## config.mk

```make
export PLATFORM = sky130hd
export DESIGN_NAME = lchb_loop_top
export DESIGN_NICKNAME = d
export VERILOG_FILES = /design/src/shared/lchb_pkg.sv /design/src/rtl/lchb_loop_top.sv /design/src/rtl/lchb_loop_ctr.sv
export VERILOG_INCLUDE_DIRS = /design/src /design/src/shared
export SDC_FILE = /design/constraint.sdc
export NUM_CORES = 2
export LEC_CHECK = 0
export BUFFER_PORTS_ARGS = -buffer_cell sky130_fd_sc_hd__buf_4
export CAP_MARGIN = 10
export CELL_PAD_IN_SITES_DETAIL_PLACEMENT = 0
export CELL_PAD_IN_SITES_GLOBAL_PLACEMENT = 1
export CORE_ASPECT_RATIO = 1.2
export CORE_MARGIN = 2
export CORE_UTILIZATION = 50
export CTS_CLUSTER_SIZE = 10
export DETAILED_ROUTE_END_ITERATION = 8
export GPL_TIMING_DRIVEN = 0
export PLACE_DENSITY = 0.95
export SKIP_LAST_GASP = 1
export SLEW_MARGIN = 10
export SYNTH_ARGS = -nofsm -noshare
export SYNTH_HDL_FRONTEND = slang
export SYNTH_SLANG_ARGS = --single-unit
```

## constraint.sdc

```tcl
create_clock -name clk_i -period 22.1 [get_ports clk_i]
set_clock_uncertainty 0.2 [all_clocks]
set_input_delay 3.315 -clock clk_i [delete_from_list [all_inputs] [get_ports clk_i]]
set_output_delay 3.315 -clock clk_i [all_outputs]
set_load 0.02 [all_outputs]
```

## src/shared/lchb_regs.svh

```systemverilog
// Constants for the loop control and conditional hardware branch block
// Behaviour
// - Counter written two instructions early decides the branch
// - Loop end fetch loads loop start if counter nonzero
// - Counter write beats same-cycle automatic decrement
// - Two already fetched instructions execute as delay slots
// - Zero reload clears counter and enables loop end
// - Reload value N gives N plus one passes
// - Unconditional mode branches always, never decrements
// - Branch on every fetch, no delay cycles
// - Software branch wins; counters frozen that cycle
// - Higher numbered loop end wins when both matching ends branch
`ifndef LCHB_REGS_SVH
`define LCHB_REGS_SVH

// ****************************************
// Widths and sizes
// ****************************************
`define LCHB_DATA_W 32
`define LCHB_AXI_AW 8
`define LCHB_PC_W 32
`define LCHB_CTR_W 16
`define LCHB_NSETS 3
`define LCHB_MAX_SETS 3
`define LCHB_IDX_W 4
`define LCHB_CTL_FLD_W 4

// ****************************************
// Reset values and fetch step
// ****************************************
`define LCHB_RESET_PC 32'h0000_0000
`define LCHB_PC_STEP 32'h0000_0001

// ****************************************
// Register word indices (byte address = 4 * index)
// ****************************************
`define LCHB_FLD_END 2'h0
`define LCHB_FLD_START 2'h1
`define LCHB_FLD_COUNT 2'h2
`define LCHB_FLD_RELOAD 2'h3
`define LCHB_IDX_CTRL 4'hC
`define LCHB_IDX_STATUS 4'hD
`define LCHB_IDX_PC 4'hE

// ****************************************
// Bus answers
// ****************************************
`define LCHB_RESP_OKAY 2'h0
`define LCHB_RESP_SLVERR 2'h2

`endif

```

## src/shared/lchb_pkg.sv

```systemverilog
// Types shared by the loop control block
package lchb_pkg;

    // Per loop end control field: enable and counter selection
    typedef struct packed {
        logic en;       // Loop end comparison enabled
        logic spare;    // Reads back as written, no effect
        logic [1:0] sel; // 0 = unconditional, k = counter k-1
    } lchb_ctl_s;

    // Fetch side request from the pipeline
    typedef struct packed {
        logic adv;                  // Fetch advances this cycle
        logic sw_branch;            // Software branch loads the PC
        logic [31:0] sw_target;     // Software branch target
    } lchb_fetch_s;

endpackage

```

## src/rtl/lchb_loop_top.sv

```systemverilog
// Loop control with zero-overhead and conditional hardware branching
//
// The address map and the AXI4-Lite interface to the registers were left to the implementer.
`include "lchb_regs.svh"

module lchb_loop_top #(
    parameter int NSETS = `LCHB_NSETS,
    parameter int CTR_W = `LCHB_CTR_W,
    parameter logic [`LCHB_PC_W-1:0] RESET_PC = `LCHB_RESET_PC
) (
    input wire logic clk_i,
    input wire logic rst_i,
    // AXI4-Lite slave
    input wire logic [`LCHB_AXI_AW-1:0] s_axi_awaddr_i,
    input wire logic s_axi_awvalid_i,
    output logic s_axi_awready_o,
    input wire logic [`LCHB_DATA_W-1:0] s_axi_wdata_i,
    input wire logic [3:0] s_axi_wstrb_i,
    input wire logic s_axi_wvalid_i,
    output logic s_axi_wready_o,
    output logic [1:0] s_axi_bresp_o,
    output logic s_axi_bvalid_o,
    input wire logic s_axi_bready_i,
    input wire logic [`LCHB_AXI_AW-1:0] s_axi_araddr_i,
    input wire logic s_axi_arvalid_i,
    output logic s_axi_arready_o,
    output logic [`LCHB_DATA_W-1:0] s_axi_rdata_o,
    output logic [1:0] s_axi_rresp_o,
    output logic s_axi_rvalid_o,
    input wire logic s_axi_rready_i,
    // Pipeline side
    input wire lchb_pkg::lchb_fetch_s fetch_i,
    input wire logic exe_wr_i,
    input wire logic [`LCHB_IDX_W-1:0] exe_wr_idx_i,
    input wire logic [`LCHB_DATA_W-1:0] exe_wr_data_i,
    output logic [`LCHB_PC_W-1:0] fetch_pc_o,
    output logic loop_taken_o
);

    // ****************************************
    // Elaboration checks
    // ****************************************
    if (NSETS < 1 || NSETS > `LCHB_MAX_SETS) begin : g_bad_sets
        $error("NSETS must be 1 to 3");
    end
    if (CTR_W < 1 || CTR_W > `LCHB_DATA_W) begin : g_bad_ctr
        $error("CTR_W must be 1 to 32");
    end

    // ****************************************
    // Declarations
    // ****************************************
    logic [`LCHB_PC_W-1:0] pc_ff;           // Fetch address
    logic [`LCHB_PC_W-1:0] nxt_pc;          // Next fetch address
    logic taken_ff;                         // Last fetch took a loop branch
    logic nxt_taken;                        // Loop branch this cycle
    logic [`LCHB_PC_W-1:0] end_ff [NSETS];  // Loop end addresses
    logic [`LCHB_PC_W-1:0] start_ff [NSETS]; // Loop start addresses
    lchb_pkg::lchb_ctl_s ctl_ff [NSETS];    // Per loop end control
    logic [CTR_W-1:0] cnt [NSETS];          // Counter values
    logic [NSETS-1:0] cnt_nz;               // Counter nonzero flags
    logic [NSETS-1:0] step;                 // Counter step requests
    logic [NSETS-1:0] cnt_wr;               // Counter write strobes
    logic [NSETS-1:0] rld_wr;               // Reload write strobes
    logic [`LCHB_PC_W-1:0] tgt;             // Winning loop start
    // Bus write path
    logic awready_ff;
    logic wready_ff;
    logic bvalid_ff;
    logic [1:0] bresp_ff;
    logic [`LCHB_IDX_W-1:0] aw_idx_ff;      // Held write word index
    logic aw_ok_ff;                         // Held write address mapped
    logic [`LCHB_DATA_W-1:0] wdata_ff;      // Held write data
    logic [3:0] wstrb_ff;                   // Held byte enables
    logic axi_wr_go;                        // Bus write performed now
    logic [`LCHB_DATA_W-1:0] merged;        // Byte merged bus data
    // Bus read path
    logic arready_ff;
    logic rvalid_ff;
    logic [1:0] rresp_ff;
    logic [`LCHB_DATA_W-1:0] rdata_ff;
    // Shared write port
    logic wr_en;
    logic [`LCHB_IDX_W-1:0] wr_idx;
    logic [`LCHB_DATA_W-1:0] wr_val;

    // ****************************************
    // Register map helpers
    // ****************************************
    // Address maps to a register
    function automatic logic mapped(input logic [`LCHB_AXI_AW-1:0] a);
        logic [`LCHB_IDX_W-1:0] ix;
        ix = a[5:2];
        mapped = (a[7:6] == 2'h0) && ((int'(ix) < 4 * NSETS)
            || ix == `LCHB_IDX_CTRL || ix == `LCHB_IDX_STATUS
            || ix == `LCHB_IDX_PC);
    endfunction

    // Read value of one register word
    function automatic logic [`LCHB_DATA_W-1:0] reg_word(
        input logic [`LCHB_IDX_W-1:0] ix);
        logic [`LCHB_DATA_W-1:0] v;
        v = '0;
        for (int i = 0; i < NSETS; i++) begin
            if (ix[3:2] == 2'(i)) begin
                unique case (ix[1:0])
                    `LCHB_FLD_END: v = end_ff[i];
                    `LCHB_FLD_START: v = start_ff[i];
                    `LCHB_FLD_COUNT: v = `LCHB_DATA_W'(cnt[i]);
                    `LCHB_FLD_RELOAD: v = '0; // Reload reads as zero
                endcase
            end
            // Control fields packed four bits per loop end
            if (ix == `LCHB_IDX_CTRL) begin
                v[i*`LCHB_CTL_FLD_W +: `LCHB_CTL_FLD_W] = ctl_ff[i];
            end
            // Status: taken flag in bit 0, nonzero flags from bit 4
            if (ix == `LCHB_IDX_STATUS) begin
                v[4+i] = cnt_nz[i];
            end
        end
        if (ix == `LCHB_IDX_STATUS) begin
            v[0] = taken_ff;
        end
        if (ix == `LCHB_IDX_PC) begin
            v = pc_ff;
        end
        return v;
    endfunction

    // ****************************************
    // Loop end compare and fetch redirect
    // ****************************************
    // Lowest first so a higher loop end overrides a lower one
    always_comb begin
        step = '0;
        nxt_taken = 1'b0;
        tgt = start_ff[0];
        for (int i = 0; i < NSETS; i++) begin
            // Compare against the live counter; a write from execute lands
            // while the two younger fetches proceed as delay slots
            if (fetch_i.adv && ctl_ff[i].en && pc_ff == end_ff[i]) begin
                if (ctl_ff[i].sel == 2'h0) begin
                    nxt_taken = 1'b1;
                    tgt = start_ff[i];
                end else if (int'(ctl_ff[i].sel) <= NSETS) begin
                    if (!fetch_i.sw_branch) begin
                        step[int'(ctl_ff[i].sel) - 1] = 1'b1;
                    end
                    if (cnt_nz[int'(ctl_ff[i].sel) - 1]) begin
                        nxt_taken = 1'b1;
                        tgt = start_ff[i];
                    end
                end
            end
        end
        // Software branch dominates the loop logic
        if (fetch_i.sw_branch) begin
            nxt_taken = 1'b0;
        end
    end

    // Next fetch address
    always_comb begin
        if (!fetch_i.adv) begin
            nxt_pc = pc_ff;
        end else if (fetch_i.sw_branch) begin
            nxt_pc = fetch_i.sw_target;
        end else if (nxt_taken) begin
            nxt_pc = tgt;
        end else begin
            nxt_pc = pc_ff + `LCHB_PC_STEP;
        end
    end

    // Fetch address register
    always_ff @(posedge clk_i or posedge rst_i) begin
        if (rst_i) begin
            pc_ff <= RESET_PC;
        end else begin
            pc_ff <= nxt_pc;
        end
    end

    // Taken flag
    always_ff @(posedge clk_i or posedge rst_i) begin
        if (rst_i) begin
            taken_ff <= 1'b0;
        end else begin
            taken_ff <= nxt_taken;
        end
    end

    // ****************************************
    // Shared register write port
    // ****************************************
    // Execute stage writes win; the bus write waits while exe_wr_i is high
    always_comb begin
        merged = reg_word(aw_idx_ff);
        for (int b = 0; b < 4; b++) begin
            if (wstrb_ff[b]) begin
                merged[b*8 +: 8] = wdata_ff[b*8 +: 8];
            end
        end
        axi_wr_go = !awready_ff && !wready_ff && !bvalid_ff && !exe_wr_i;
        wr_en = exe_wr_i || (axi_wr_go && aw_ok_ff);
        wr_idx = exe_wr_i ? exe_wr_idx_i : aw_idx_ff;
        wr_val = exe_wr_i ? exe_wr_data_i : merged;
    end

    // ****************************************
    // Per set storage
    // ****************************************
    for (genvar i = 0; i < NSETS; i++) begin : g_set
        assign cnt_wr[i] = wr_en && wr_idx == {2'(i), `LCHB_FLD_COUNT};
        assign rld_wr[i] = wr_en && wr_idx == {2'(i), `LCHB_FLD_RELOAD};

        // Loop end and start addresses
        always_ff @(posedge clk_i or posedge rst_i) begin
            if (rst_i) begin
                end_ff[i] <= '0;
                start_ff[i] <= '0;
            end else if (wr_en && wr_idx == {2'(i), `LCHB_FLD_END}) begin
                end_ff[i] <= wr_val;
            end else if (wr_en && wr_idx == {2'(i), `LCHB_FLD_START}) begin
                start_ff[i] <= wr_val;
            end
        end

        // Control field; a reload write also enables this loop end
        always_ff @(posedge clk_i or posedge rst_i) begin
            if (rst_i) begin
                ctl_ff[i] <= '0;
            end else if (wr_en && wr_idx == `LCHB_IDX_CTRL) begin
                ctl_ff[i] <= wr_val[i*`LCHB_CTL_FLD_W +: `LCHB_CTL_FLD_W];
            end else if (rld_wr[i]) begin
                ctl_ff[i].en <= 1'b1;
            end
        end

        // Counter with reload
        lchb_loop_ctr #(
            .CTR_W(CTR_W)
        ) u_ctr (
            .clk_i(clk_i),
            .rst_i(rst_i),
            .cnt_wr_i(cnt_wr[i]),
            .rld_wr_i(rld_wr[i]),
            .wr_data_i(wr_val[CTR_W-1:0]),
            .step_i(step[i]),
            .cnt_o(cnt[i]),
            .nonzero_o(cnt_nz[i])
        );
    end

    // ****************************************
    // AXI4-Lite write channel
    // ****************************************
    // Address capture; ready returns after the response is taken
    always_ff @(posedge clk_i or posedge rst_i) begin
        if (rst_i) begin
            awready_ff <= 1'b1;
            aw_idx_ff <= '0;
            aw_ok_ff <= 1'b0;
        end else if (s_axi_awvalid_i && awready_ff) begin
            awready_ff <= 1'b0;
            aw_idx_ff <= s_axi_awaddr_i[5:2];
            aw_ok_ff <= mapped(s_axi_awaddr_i);
        end else if (bvalid_ff && s_axi_bready_i) begin
            awready_ff <= 1'b1;
        end
    end

    // Data capture, independent of the address
    always_ff @(posedge clk_i or posedge rst_i) begin
        if (rst_i) begin
            wready_ff <= 1'b1;
            wdata_ff <= '0;
            wstrb_ff <= '0;
        end else if (s_axi_wvalid_i && wready_ff) begin
            wready_ff <= 1'b0;
            wdata_ff <= s_axi_wdata_i;
            wstrb_ff <= s_axi_wstrb_i;
        end else if (bvalid_ff && s_axi_bready_i) begin
            wready_ff <= 1'b1;
        end
    end

    // Response once both halves are held and the write is done
    always_ff @(posedge clk_i or posedge rst_i) begin
        if (rst_i) begin
            bvalid_ff <= 1'b0;
            bresp_ff <= `LCHB_RESP_OKAY;
        end else if (axi_wr_go) begin
            bvalid_ff <= 1'b1;
            bresp_ff <= aw_ok_ff ? `LCHB_RESP_OKAY : `LCHB_RESP_SLVERR;
        end else if (s_axi_bready_i) begin
            bvalid_ff <= 1'b0;
        end
    end

    // ****************************************
    // AXI4-Lite read channel
    // ****************************************
    // One read at a time; data sampled at the address edge
    always_ff @(posedge clk_i or posedge rst_i) begin
        if (rst_i) begin
            arready_ff <= 1'b1;
            rvalid_ff <= 1'b0;
            rresp_ff <= `LCHB_RESP_OKAY;
            rdata_ff <= '0;
        end else if (s_axi_arvalid_i && arready_ff) begin
            arready_ff <= 1'b0;
            rvalid_ff <= 1'b1;
            if (mapped(s_axi_araddr_i)) begin
                rresp_ff <= `LCHB_RESP_OKAY;
                rdata_ff <= reg_word(s_axi_araddr_i[5:2]);
            end else begin
                rresp_ff <= `LCHB_RESP_SLVERR;
                rdata_ff <= '0;
            end
        end else if (rvalid_ff && s_axi_rready_i) begin
            rvalid_ff <= 1'b0;
            arready_ff <= 1'b1;
        end
    end

    // ****************************************
    // Outputs
    // ****************************************
    assign s_axi_awready_o = awready_ff;
    assign s_axi_wready_o = wready_ff;
    assign s_axi_bvalid_o = bvalid_ff;
    assign s_axi_bresp_o = bresp_ff;
    assign s_axi_arready_o = arready_ff;
    assign s_axi_rvalid_o = rvalid_ff;
    assign s_axi_rresp_o = rresp_ff;
    assign s_axi_rdata_o = rdata_ff;
    assign fetch_pc_o = pc_ff;
    assign loop_taken_o = taken_ff;

endmodule

```

## src/rtl/lchb_loop_ctr.sv

```systemverilog
// One loop counter with its reload value
`include "lchb_regs.svh"

module lchb_loop_ctr #(
    parameter int CTR_W = `LCHB_CTR_W
) (
    input wire logic clk_i,
    input wire logic rst_i,
    input wire logic cnt_wr_i,              // Software write of the counter
    input wire logic rld_wr_i,              // Software write of the reload value
    input wire logic [CTR_W-1:0] wr_data_i, // Written value
    input wire logic step_i,                // Loop end reached with this counter
    output logic [CTR_W-1:0] cnt_o,         // Current count
    output logic nonzero_o                  // Count is not zero
);

    logic [CTR_W-1:0] cnt_ff; // Live counter
    logic [CTR_W-1:0] rld_ff; // Reload value

    // ****************************************
    // Counter update
    // ****************************************
    // Software writes take precedence over the automatic step
    always_ff @(posedge clk_i or posedge rst_i) begin
        if (rst_i) begin
            cnt_ff <= '0;
        end else if (cnt_wr_i || rld_wr_i) begin
            cnt_ff <= wr_data_i;
        end else if (step_i) begin
            // Nonzero counts down; zero reloads for the next pass set
            if (nonzero_o) begin
                cnt_ff <= cnt_ff - CTR_W'(1);
            end else begin
                cnt_ff <= rld_ff;
            end
        end
    end

    // Reload value holds until rewritten
    always_ff @(posedge clk_i or posedge rst_i) begin
        if (rst_i) begin
            rld_ff <= '0;
        end else if (rld_wr_i) begin
            rld_ff <= wr_data_i;
        end
    end

    assign cnt_o = cnt_ff;
    assign nonzero_o = (cnt_ff != '0);

endmodule

```

==> impl_metrics.env <==
export IMPL_grt_pass1_wl_mm=210
export IMPL_wl_mm=149
export IMPL_dp_hpwl_mm=109
export IMPL_rsz0062_at_grt="false"
export IMPL_endpoint_kind="flop"
export IMPL_drt_iter0_drc=4972
export IMPL_wl_per_cell_um=37.9
export IMPL_area_growth_pct=15.7
export IMPL_violations="DRC"
export IMPL_initial_core_util=0.504
export IMPL_leakagePower_nw=12.5
export IMPL_synth_top_area_share=0.397
export IMPL_arrival_ns=7.40
export IMPL_ios=204
export IMPL_cp_data_required_time_ns=22.35
export IMPL_synth_edff_count=0
export IMPL_clk_pin_slew_ns=0.06
export IMPL_hold_viol=0
export IMPL_viasPerCell=7.48
export IMPL_finalSetupViolCount=0
export IMPL_crit_fanout=10
export IMPL_synth_cells=2967
export IMPL_fin_crit_sh=0.323
export IMPL_yosysSeqAreaShare=0.401
export IMPL_vdd_drop_max_mv=0.0873
export IMPL_final_common_cell="dfrtp_1"
export IMPL_synth_main_ff_cell="dfrtp_1"
export IMPL_vias=29300
export IMPL_cpPeakStageDelay_ns=0.96
export IMPL_layout_common_cells="dfrtp_1, nor2_1, o21ai_0, nand2_1, a21oi_1"
export IMPL_worstMarginPinSlew_ns=1.44
export IMPL_hold_class="flop to flop"
export IMPL_path_class="primary input to flop"
export IMPL_grt_overflow_total=0
export IMPL_port_buffers=195
export IMPL_cap_violations=0
export IMPL_yosys_cell_types_count=74
export IMPL_fin_nets=3375
export IMPL_synth_seq_cells=413
export IMPL_antenna_left=0
export IMPL_dr_pass1_iters=9
export IMPL_finalMaxSlewViolations=0
export IMPL_h_tree_depth=2
export IMPL_clock_sinks=413
export IMPL_cts_hold_buf=0
export IMPL_ctsResizeCount=0
export IMPL_clock_latency_ns=0.65
export IMPL_fp_row_count=91
export IMPL_crit_chain="clkbuf_1 > nor4_1 > nand2_1 > o22ai_1 > nand2_1 > nor2_1 > clkbuf_1 > clkbuf_1 > a21oi_1"
export IMPL_crit_path_top_delay_cell="clkbuf_1"
export IMPL_post_cts_setup_buffer_count=0
export IMPL_cts_buffers=49
export IMPL_syn_area_um2=25800
export IMPL_postSynthAreaPerCell_um2=8.70
export IMPL_first_global_vias=27900
export IMPL_fin_crit_ns=7.15
export IMPL_drive_above_1_share=0.140
export IMPL_gr_usage_all_layers=0.562
export IMPL_yosysWarningCount=0
export IMPL_cts_tree="done"
export IMPL_status="finished, violations left"
export IMPL_die_area_um2=53500
export IMPL_drc_errors=20
export IMPL_cts_root_buf="clkbuf_16"
export IMPL_slew_headroom=0.0302
export IMPL_cts_buffer_depth=3
export IMPL_grt_start_max_net_pins=120
export IMPL_fin_setup_tns_ns=0
export IMPL_chipHeight_um=253
export IMPL_synthArstFlopShare=1.00
export IMPL_clock_fmax_mhz=140
export IMPL_yosys_area_top_type="dfrtp_1"
export IMPL_crit_path_start_kind="primary input"
export IMPL_finalWeightedCongestion=1.18
export IMPL_antenna_found_initial=23
export IMPL_synth_area_leaders="dfrtp_1, mux2i_1, mux2_2"
export IMPL_core_um2=51200
export IMPL_hold_worst_slack_ns=0.268
export IMPL_die_w_um=211
export IMPL_powerDensity_nw_per_um2=158
export IMPL_crit_top_cell="clkbuf_1"
[state kept, by name, indices dropped and copies added, names as in the netlist]
signal,cells
s_axi_rresp_o,1
wstrb_ff,4
wdata_ff,32
s_axi_awready_o,1
ctl_ff,12
aw_idx_ff,4
start_ff,96
s_axi_bvalid_o,1
aw_ok_ff,1
fetch_pc_o,32
s_axi_arready_o,1
g_set.u_ctr.rld_ff,48
loop_taken_o,1
s_axi_rdata_o,32
s_axi_rvalid_o,1
end_ff,96
s_axi_wready_o,1
s_axi_bresp_o,1
g_set.u_ctr.cnt_o,48
[cell usage after synthesis, drive strengths merged, types with 7 or more instances]
master and instances:
or4 11, a221oi 52, mux2i 185, or3 13, a21oi 256, o21ai 285
nor3 38, nand2 277, a22oi 20, nor3b 7, xor2 68, inv 59
o211ai 24, clkbuf 217, and3 25, and2 13, o221ai 16, o22ai 44
a31oi 31, nor2b 26, a211oi 22, buf 31, a211o 7, nand2b 31
nor4 45, nor2 302, and4 8, mux2 144, o31ai 22, dfrtp 410
nand4 23, o21a 13, a222oi 18, ha 17, xnor2 28, nand3 69
[report_power, final]
part | internal [mW] | leakage [nW] | switching, mW | total (mW)
combinational | 0.717 | 6.80 | 1.42 | 2.14
clock | 0.446 | 0.714 | 0.352 | 0.797
sequential | 1.08 | 5.01 | 0.700 | 1.78
total | 2.24 | 12.5 | 2.47 | 4.72
[logic make-up (layout without fill, tap and decap cells)]
kind of cell | after synthesis | after routing | synth area share
simple gates | 912 | 912 | 0.163
other cells | 1 | 18 | 0.000145
buf+inv | 310 | 599 | 0.0455
mux | 333 | 333 | 0.138
compound gates | 885 | 885 | 0.212
xor+xnor | 96 | 96 | 0.0326
flops | 413 | 413 | 0.401
fa+ha+maj | 17 | 17 | 0.00824
[critical path, delay by kind of cell]
kind / cells / cell delay (ns)
and+or+nand+nor: 4 / 1.55
buffers and inverters: 3 / 2.12
AOI/OAI and AO/OA: 2 / 0.41
[metal layers]
| metal | up-vias | global-route usage | wire [um] |
|---|---|---|---|
| li1 | 11400 | - | - |
| met1 | 14100 | 0.595 | 47300 |
| met5 | - | 0.0326 | 276 |
| met2 | 2749 | 0.782 | 60400 |
| met4 | 20 | 0.552 | 19600 |
| met3 | 1158 | 0.296 | 21200 |
[metrics by stage]
step / worst slack [ns] / area (um2) / utilization / std cells / total power, mW
2_1_floorplan: 7.10 / 25800 / - / 2968 / 2.57
3_3_place_gp: 2.82 / 28100 / 0.548 / 3814 / 3.56
3_5_place_dp: 14.51 / 28300 / 0.552 / 3824 / 3.62
4_1_cts: 15.12 / 29800 / 0.581 / 3904 / 4.41
5_1_grt: 14.95 / 29800 / 0.582 / 3911 / 4.78
6_report: 14.95 / 29900 / 0.583 / 3924 / 4.72
[worst paths after layout]
kind,startpoint,end,slack (ns),depth (start not counted)
worst min register to register,s_axi_rdata_o[3]$_DFFE_PP0P_,s_axi_rdata_o[3]$_DFFE_PP0P_,0.27,2
worst min-delay path,s_axi_rdata_o[3]$_DFFE_PP0P_,s_axi_rdata_o[3]$_DFFE_PP0P_,0.27,2
min in group asynchronous,rst_i,fetch_pc_o[25]$_DFFE_PP0P_,2.62,2
worst max-delay path,exe_wr_i,end_ff[92]$_DFFE_PP0P_,14.95,9
worst max register to register,aw_idx_ff[1]$_DFFE_PP0P_,g_set[0].u_ctr.rld_ff[6]$_DFFE_PP0P_,15.05,11
max in group asynchronous,rst_i,s_axi_bresp_o[1]$_DFFE_PP0P_,17.53,4
[layout make-up]
type                            count  area, um2
Antenna cell                       16       40.0
Clock inverter                      5       77.6
Inverter                           62        240
Tap cell                          651        815
Timing Repair Buffer              209       1640
Fill cell                        4761      21400
Multi-Input combinational cell   2245      14400
Buffer                            248        948
Sequential cell                   413      10300
Clock buffer                       75       1410
Note: power is estimated with default switching activity, not from simulation.
